`config.mk`:
```
export PLATFORM = sky130hd
export DESIGN_NAME = cpu_memory_glue_waits
export DESIGN_NICKNAME = d
export VERILOG_FILES = /design/src/hdl/glue_pkg.sv /design/src/hdl/cpu_memory_glue_waits.sv
export VERILOG_INCLUDE_DIRS = /design/src /design/src/hdl
export SDC_FILE = /design/constraint.sdc
export NUM_CORES = 1
export LEC_CHECK = 0
export ABC_AREA = 1
export BUFFER_PORTS_ARGS = -buffer_cell sky130_fd_sc_hd__buf_2
export CORE_MARGIN = 4
export CORE_UTILIZATION = 53
export CTS_CLUSTER_SIZE = 28
export DETAILED_ROUTE_END_ITERATION = 7
export MAX_ROUTING_LAYER = met4
export PLACE_DENSITY = 0.81
export RECOVER_POWER = 25
export SKIP_CTS_REPAIR_TIMING = 1
export SLEW_MARGIN = 5
export SYNTH_ARGS = -nofsm -noshare
export SYNTH_HDL_FRONTEND = slang
export SYNTH_SLANG_ARGS = --single-unit
```
`constraint.sdc`:
```
create_clock -name i_mclk -period 4.2 [get_ports i_mclk]
set_clock_uncertainty 0.05 [all_clocks]
set_input_delay 0.84 -clock i_mclk [delete_from_list [all_inputs] [get_ports i_mclk]]
set_output_delay 0.84 -clock i_mclk [all_outputs]
set_load 0.1 [all_outputs]
```
`src/hdl/cpu_memory_glue_waits_regs.svh`:
```
// register offsets, field positions, reset values and access-time thresholds
`ifndef CPU_MEMORY_GLUE_WAITS_REGS_SVH
`define CPU_MEMORY_GLUE_WAITS_REGS_SVH

`define CTRL_OFFSET       8'h00
`define CMD_OFFSET        8'h04
`define STATUS_OFFSET     8'h08

`define CTRL_ROM_NS_LSB   0
`define CTRL_RAM_NS_LSB   8
`define CTRL_FETCH_EN_BIT 16
`define CTRL_REMAP_BIT    17

`define CMD_ADDR_LSB      0
`define CMD_DATA_LSB      16
`define CMD_KIND_LSB      24

`define STATUS_BUSY_BIT   0
`define STATUS_KIND_LSB   4
`define STATUS_RDATA_LSB  8
`define STATUS_STATE_LSB  16

`define ROM_NS_RESET      8'hAA
`define RAM_NS_RESET      8'h96

`define ZERO_WAIT_NS      8'h55
`define ONE_WAIT_NS       8'hAA
`define TWO_WAIT_NS       8'hC8

`endif

```
`src/hdl/glue_pkg.sv`:
```
// types shared by the memory bus cycle generator
package glue_pkg;

    typedef enum logic [2:0] {
        BUS_IDLE = 3'b000,
        BUS_T1   = 3'b001,
        BUS_T2   = 3'b010,
        BUS_TW   = 3'b011,
        BUS_T3   = 3'b100
    } bus_state_type;

    typedef enum logic [2:0] {
        CYC_FETCH     = 3'b000,
        CYC_MEM_READ  = 3'b001,
        CYC_MEM_WRITE = 3'b010,
        CYC_IO_READ   = 3'b011,
        CYC_IO_WRITE  = 3'b100,
        CYC_INT_ACK   = 3'b101,
        CYC_RET_FETCH = 3'b110
    } cycle_type;

    typedef struct packed {
        bus_state_type st;
        logic          half;
        logic [1:0]    waits_left;
        cycle_type     kind;
        logic [15:0]   addr;
        logic [7:0]    wdata;
        logic [7:0]    rdata;
        logic          busy;
        logic [7:0]    rom_ns;
        logic [7:0]    ram_ns;
        logic          fetch_en;
        logic          remap;
        logic          wr_pend;
        logic [7:0]    wr_sel;
        logic [31:0]   hrdata;
        logic          system_clock_phase;
        logic          memory_request_n_n;
        logic          io_request_n_n;
        logic          rd_n;
        logic          wr_n;
        logic          m1_n;
        logic          data_oe;
    } glue_state_type;

endpackage

```
`src/hdl/cpu_memory_glue_waits.sv`:
```
// processor memory bus cycle generator with access-time driven wait insertion
`include "cpu_memory_glue_waits_regs.svh"

module cpu_memory_glue_waits
(
    input  wire logic                   i_mclk,
    input  wire logic                   i_reset,
    input  wire logic                   i_hsel,
    input  wire logic [31:0]            i_haddr,
    input  wire logic [1:0]             i_htrans,
    input  wire logic                   i_hwrite,
    input  wire logic [2:0]             i_hsize,
    input  wire logic [31:0]            i_hwdata,
    input  wire logic                   i_hready,
    output logic                        o_hreadyout,
    output logic                        o_hresp,
    output logic [31:0]                 o_hrdata,
    output logic                        o_system_clock_phase,
    output logic [15:0]                 o_addr,
    output logic [7:0]                  o_data,
    output logic                        o_data_oe,
    input  wire logic [7:0]             i_data,
    output logic                        o_memory_request_n,
    output logic                        o_io_request_n,
    output logic                        o_read_n,
    output logic                        o_write_n,
    output logic                        o_fetch_indicator_n,
    output glue_pkg::bus_state_type     o_bus_state
);
    import glue_pkg::*;

    glue_state_type s;
    glue_state_type next_s;

    // --------------------------------------------------------------
    // wait count from memory access time
    // --------------------------------------------------------------
    function automatic logic [1:0] waits_for(input logic [7:0] ns);
        logic [1:0] w;
        w = 2'h3;
        if (ns <= `ZERO_WAIT_NS)
            w = 2'h0;
        else if (ns <= `ONE_WAIT_NS)
            w = 2'h1;
        else if (ns <= `TWO_WAIT_NS)
            w = 2'h2;
        return w;
    endfunction

    // --------------------------------------------------------------
    // register map
    // --------------------------------------------------------------
    // control: rom access ns, ram access ns, fetch-only waits, remap
    // command: a write launches one bus cycle of address, data and kind
    // status: busy, kind, last read data, bus state

    // --------------------------------------------------------------
    // cycle kind decode, shared by wait choice, capture and strobes
    // --------------------------------------------------------------
    // opcode fetch, including the fetch that returns from an interrupt
    function automatic logic is_fetch_kind(input cycle_type k);
        logic r;
        r = (k == CYC_FETCH) || (k == CYC_RET_FETCH);
        return r;
    endfunction

    // any cycle that reads memory
    function automatic logic is_read_kind(input cycle_type k);
        logic r;
        r = is_fetch_kind(k) || (k == CYC_MEM_READ);
        return r;
    endfunction

    // any cycle that raises the memory request
    function automatic logic is_mem_kind(input cycle_type k);
        logic r;
        r = is_read_kind(k) || (k == CYC_MEM_WRITE);
        return r;
    endfunction

    // io read or io write
    function automatic logic is_io_kind(input cycle_type k);
        logic r;
        r = (k == CYC_IO_READ) || (k == CYC_IO_WRITE);
        return r;
    endfunction

    // any cycle that drives write data
    function automatic logic is_write_kind(input cycle_type k);
        logic r;
        r = (k == CYC_MEM_WRITE) || (k == CYC_IO_WRITE);
        return r;
    endfunction

    // io and acknowledge cycles never take memory waits
    function automatic logic no_wait_kind(input cycle_type k);
        logic r;
        r = is_io_kind(k) || (k == CYC_INT_ACK);
        return r;
    endfunction

    // register select: 0 control, 1 command, 2 status, 3 none
    function automatic logic [1:0] reg_sel(input logic [7:0] a);
        logic [1:0] r;
        r = 2'h3;
        if (a == `CTRL_OFFSET)
            r = 2'h0;
        else if (a == `CMD_OFFSET)
            r = 2'h1;
        else if (a == `STATUS_OFFSET)
            r = 2'h2;
        return r;
    endfunction

    // --------------------------------------------------------------
    // register read mux, unmapped words read as zero
    // --------------------------------------------------------------
    function automatic logic [31:0] read_word(input logic [7:0] a, input glue_state_type v);
        logic [31:0] d;
        d = 32'h0000_0000;
        if (reg_sel(a) == 2'h0)
            d = {14'h0000, v.remap, v.fetch_en, v.ram_ns, v.rom_ns};
        else if (reg_sel(a) == 2'h1)
            d = {5'h00, v.kind, v.wdata, v.addr};
        else if (reg_sel(a) == 2'h2)
            d = {13'h0000, v.st, v.rdata, 1'b0, v.kind, 3'h0, v.busy};
        return d;
    endfunction

    // --------------------------------------------------------------
    // read data capture point
    // --------------------------------------------------------------
    // fetches sample as the phase rises into the third state, plain
    // reads half a bus clock later, giving them the easier timing
    function automatic logic capture_now(input cycle_type k, input bus_state_type st,
        input logic half, input bus_state_type st_next);
        logic c;
        c = 1'b0;
        if (is_fetch_kind(k))
            c = half && (st == BUS_T2 || st == BUS_TW) && (st_next == BUS_T3);
        else if ((k == CYC_MEM_READ) || (k == CYC_IO_READ))
            c = (st == BUS_T3) && !half;
        return c;
    endfunction

    // waits for a launched command; ram timing covers the upper half and any remap
    function automatic logic [1:0] cmd_wait_count(input cycle_type k, input logic upper,
        input glue_state_type v);
        logic [1:0] w;
        w = (upper || v.remap) ? waits_for(v.ram_ns) : waits_for(v.rom_ns);
        if (v.fetch_en && (k != CYC_FETCH))
            w = 2'h0;
        if (no_wait_kind(k))
            w = 2'h0;
        return w;
    endfunction

    // --------------------------------------------------------------
    // state after reset: bus idle, strobes high, default access times
    // --------------------------------------------------------------
    function automatic glue_state_type reset_state();
        glue_state_type r;
        r.st = BUS_IDLE;
        r.half = 1'b0;
        r.waits_left = 2'h0;
        r.kind = CYC_FETCH;
        r.addr = 16'h0000;
        r.wdata = 8'h00;
        r.rdata = 8'h00;
        r.busy = 1'b0;
        r.rom_ns = `ROM_NS_RESET;
        r.ram_ns = `RAM_NS_RESET;
        r.fetch_en = 1'b0;
        r.remap = 1'b0;
        r.wr_pend = 1'b0;
        r.wr_sel = 8'h00;
        r.hrdata = 32'h0000_0000;
        r.system_clock_phase = 1'b1;
        r.memory_request_n_n = 1'b1;
        r.io_request_n_n = 1'b1;
        r.rd_n = 1'b1;
        r.wr_n = 1'b1;
        r.m1_n = 1'b1;
        r.data_oe = 1'b0;
        return r;
    endfunction

    logic       addr_phase;
    logic       cmd_ok;
    logic       is_mem;
    logic       is_rd;
    logic       is_wr;
    logic       is_io;
    logic       in_cyc;
    logic       t1_low;
    logic       advance;
    logic [1:0] cmd_waits;
    logic [2:0] cmd_kind;

    always_comb
    begin
        next_s = s;
        addr_phase = i_hsel && i_htrans[1] && i_hready;
        cmd_kind = i_hwdata[`CMD_KIND_LSB +: 3];
        cmd_ok = s.wr_pend && (reg_sel(s.wr_sel) == 2'h1) && !s.busy && (cmd_kind != 3'h7);
        // low half of the space is EPROM until software remaps RAM over it
        cmd_waits = cmd_wait_count(cycle_type'(cmd_kind), i_hwdata[`CMD_ADDR_LSB + 15], s);

        // ----------------------------------------------------------
        // register writes (data phase)
        // ----------------------------------------------------------
        next_s.wr_pend = 1'b0;
        if (s.wr_pend)
        begin
            if (reg_sel(s.wr_sel) == 2'h0)
            begin
                next_s.rom_ns = i_hwdata[`CTRL_ROM_NS_LSB +: 8];
                next_s.ram_ns = i_hwdata[`CTRL_RAM_NS_LSB +: 8];
                next_s.fetch_en = i_hwdata[`CTRL_FETCH_EN_BIT];
                next_s.remap = i_hwdata[`CTRL_REMAP_BIT];
            end
            else if (cmd_ok)
            begin
                next_s.busy = 1'b1;
                next_s.kind = cycle_type'(cmd_kind);
                next_s.addr = i_hwdata[`CMD_ADDR_LSB +: 16];
                next_s.wdata = i_hwdata[`CMD_DATA_LSB +: 8];
                next_s.waits_left = cmd_waits;
            end
        end

        // ----------------------------------------------------------
        // bus state sequencer, one bus state is two clock cycles
        // ----------------------------------------------------------
        next_s.half = !s.half;
        next_s.system_clock_phase = s.half;
        advance = s.half;
        if (advance)
        begin
            case (s.st)
                BUS_IDLE:
                    if (s.busy)
                        next_s.st = BUS_T1;
                BUS_T1:
                    next_s.st = BUS_T2;
                BUS_T2:
                    next_s.st = (s.waits_left != 2'h0) ? BUS_TW : BUS_T3;
                BUS_TW:
                begin
                    // each wait adds one full bus clock
                    next_s.waits_left = s.waits_left - 2'h1;
                    if (s.waits_left == 2'h1)
                        next_s.st = BUS_T3;
                end
                BUS_T3:
                begin
                    next_s.st = BUS_IDLE;
                    next_s.busy = 1'b0;
                end
                default:
                    next_s.st = BUS_IDLE;
            endcase
        end

        // ----------------------------------------------------------
        // read data capture
        // ----------------------------------------------------------
        if (capture_now(s.kind, s.st, s.half, next_s.st))
            next_s.rdata = i_data;

        // ----------------------------------------------------------
        // strobes for the coming cycle
        // ----------------------------------------------------------
        is_mem = is_mem_kind(next_s.kind);
        is_io = is_io_kind(next_s.kind);
        is_rd = is_read_kind(next_s.kind);
        is_wr = is_write_kind(next_s.kind);
        in_cyc = (next_s.st == BUS_T2) || (next_s.st == BUS_TW) || (next_s.st == BUS_T3);
        t1_low = (next_s.st == BUS_T1) && next_s.half;

        next_s.memory_request_n_n = !(is_mem && (t1_low || in_cyc));
        // io request and its strobe fall together
        next_s.io_request_n_n = !((is_io || next_s.kind == CYC_INT_ACK) && in_cyc);
        // acknowledge kind never qualifies either strobe
        next_s.rd_n = !((is_rd && (t1_low || in_cyc))
            || (next_s.kind == CYC_IO_READ && in_cyc));
        // write strobe falls a state after address and data, rises at mid third state
        next_s.wr_n = !(is_wr && ((next_s.st == BUS_T2) || (next_s.st == BUS_TW)
            || ((next_s.st == BUS_T3) && !next_s.half)));
        next_s.data_oe = is_wr && (next_s.st != BUS_IDLE);
        next_s.m1_n = !(((next_s.kind == CYC_FETCH && next_s.fetch_en)
            || next_s.kind == CYC_RET_FETCH || next_s.kind == CYC_INT_ACK)
            && (next_s.st != BUS_IDLE));

        // ----------------------------------------------------------
        // bus address phase, read data reflects any write just taken
        // ----------------------------------------------------------
        if (addr_phase)
        begin
            next_s.wr_pend = i_hwrite;
            next_s.wr_sel = i_haddr[7:0];
            if (!i_hwrite)
                next_s.hrdata = read_word(i_haddr[7:0], next_s);
        end
    end

    always_ff @(posedge i_mclk)
    begin
        if (i_reset)
        begin
            s <= reset_state();
        end
        else
        begin
            s <= next_s;
        end
    end

    // --------------------------------------------------------------
    // outputs
    // --------------------------------------------------------------
    assign o_hreadyout = 1'b1;
    assign o_hresp = 1'b0;
    assign o_hrdata = s.hrdata;
    assign o_system_clock_phase = s.system_clock_phase;
    assign o_addr = s.addr;
    assign o_data = s.wdata;
    assign o_data_oe = s.data_oe;
    assign o_memory_request_n = s.memory_request_n_n;
    assign o_io_request_n = s.io_request_n_n;
    assign o_read_n = s.rd_n;
    assign o_write_n = s.wr_n;
    assign o_fetch_indicator_n = s.m1_n;
    assign o_bus_state = s.st;

endmodule

```
==> impl_metrics.ini <==
[setup_path]
worstPathRequired_ns = 4.45
crit_path_max_incr_delay_ns = 0.57
crit_arrival_ns = 2.92
critPathSlowestCell = nand3_2
crit_buf_inv = 1
critPathTopFamily = simple AND/OR/NAND/NOR gates
worst-r2r-setup-slack_ns = 1.54
worstPathCellList = nand3_2, nor2_4, nand3_2, buf_4, nand2_1, o211ai_1, nand3_1, nand2_1, a21oi_1
cp-start-kind = register
endpoint_kind = register
critical_path_class = reg -> reg
critPathMaxFanout = 23

[synth]
yosysMostFrequentCell = nand2_1
ys_seq_area_share_pct = 38.7
netlist_area_um2 = 5330
synth_top_area_cell = dfxtp_1
synth_cell_types = 35
yosysTopAreaCellShare_pct = 38.7
synth_common_cells = nand2_1, dfxtp_1, nand3_1
ys_seq_elements = 103
synth_ff_type = dfxtp_1
synthArstFlopShare_pct = 0
syn_inst = 797
yosys_warnings = 0
syn_avg_cell_area_um2 = 6.69
synthTopCellsByArea = dfxtp_1, nand2_1, buf_4
synth_edf_count = 0

[layout]
nFillCells = 983
antennaDiodeCount = 0
drive_gt1_share_pct = 15.5
multi_input_area_um2 = 2340
area_growth_pct = 6.62
num-nets-final = 923
regArea_um2 = 2060
utilization_pct = 58.1
design_area_um2 = 5680

[floorplanning]
fp.dieW_um = 108
core-area_um2 = 9770
die_y_um = 108
initial_utilization_pct = 54.5
dieArea_um2 = 11700
pin_count = 150
fp-row-count = 36

[flow_run]
max-cap-violations = 0

[detailed_routing]
drt_iter0_drc = 417
wl_per_cell_um = 12.9
viasPerCell = 5.07
drtPass1Iterations = 6
antenna_left = 0
drc = 0
num_vias = 4951
drt_wl_total_mm = 12.6

[clocking]
cts-root-buf = clkbuf_8
numCtsBuffers = 9
clkLatencyLatePin_ns = 0.37
clk_pin_slew_ns = 0.10
cts.sinks = 103
clockBufferDepth = 2
cts_tree = built
cts_htree_levels = 3

[grt]
grt_first_pass_wirelength_mm = 20.1
first_global_vias = 4397
grt_util_all_layers_pct = 22.0
gr-total-overflow = 0
grt_max_degree = 67
antenna_found_initial = 0

[power_and_ir_drop]
ir_drop_v = 0.000208
power.density_nw_per_um2 = 317
p_leak_nw = 2.82
finalPower_w = 0.00180

[place]
hpwl_mm = 9.17
dp_slack_ns = 1.33
portBuffers = 109
post_dp_cell_area_um2 = 5510
place.gp.congestion = 0.935

[sta]
hold_viol = 0
final.setup.tns_ns = 0
clock.fmax_ghz = 0.375
fin_crit_ns = 2.66
setup_ws_ns = 1.54
post-route-period-util_pct = 63.4
final_max_slew_viol_count = 0
setup_violations = 0
tightest_slew_ns = 1.20
max_slew_margin_pct = 20.2
grt_setup_unrepaired = no

[status]
status = finished, final reports clean

[hold_path]
worstHoldPathType = reg -> reg
==> stage by stage <==
stage                     hold WS [ns]  cells
after CTS                        0.415    977
final                            0.404    977
after global placement           0.397    961
after detailed placement         0.402    961
after floorplan                  0.385    802
after global routing             0.434    977
==> flip-flops by register name (all words and copies together), names as in the netlist <==
signal and flops:
s 41, o_hrdata 27, o_addr 16, o_data 8
o_bus_state 3, advance 1, o_data_oe 1, o_fetch_indicator_n 1
o_io_request_n 1, o_memory_request_n 1, o_read_n 1, o_system_clock_phase 1
o_write_n 1
==> final timing paths <==
kind	from	endpoint	depth (start not counted)
max	s[47]	o_hrdata[0]	9
min	s[40]	s[40]	2
max reg2reg	s[47]	o_hrdata[0]	9
min reg2reg	s[40]	s[40]	2
==> placed cells by master, fill, tap and decap left out, types with 2 or more instances in the layout <==
cell type,instances
a211oi_2,3
ha_1,2
a21oi_1,52
o21bai_1,3
nand2_2,3
inv_1,87
clkbuf_8,10
clkbuf_1,17
dfxtp_1,103
buf_4,6
o21ai_2,4
nand2_1,221
nor3_1,6
o21ai_0,36
clkinv_1,3
nand3_1,90
nor2_2,2
conb_1,7
nand4_1,2
clkinvlp_4,2
nand3_2,2
buf_2,92
nor2_1,72
o211ai_1,4
==> logic make-up (layout without fill, tap and decap cells) <==
group	Yosys count	after routing	share of synthesized area, %
other cells	2	7	0.141
fa+ha+maj	2	2	0.469
buf+inv	180	222	17.6
flops	103	103	38.7
simple gates	402	402	31.7
compound gates	108	108	11.4
==> power breakdown <==
part           internal, W  switching (W)
logic            0.0000393       0.000125
registers         0.000986     0.00000765
clock network     0.000294       0.000348
==> final cells by class <==
| class | count | area share (%) |
|---|---|---|
| Clock buffer | 10 | 2.42 |
| Multi-Input combinational cell | 519 | 41.1 |
| Sequential cell | 103 | 36.3 |
| Timing Repair Buffer | 115 | 10.0 |
| Tap cell | 133 | 2.93 |
| Clock inverter | 6 | 1.19 |
| Inverter | 91 | 6.01 |
==> metal layers <==
metal / wire length, um / vias to the layer above / track usage [%]
met5: 0 / - / -
li1: - / 2541 / -
met3: 1120 / 32 / 4.18
met2: 5780 / 220 / 34.4
met4: 314 / 0 / 8.93
met1: 5410 / 2158 / 28.2
==> tightest hold or removal path: stages, from the launching register on <==
cell	delay [ns]
dfxtp_1	0.32
inv_1	0.05
a21oi_1	0.05
No activity file was read; power rests on OpenSTA's default activity.
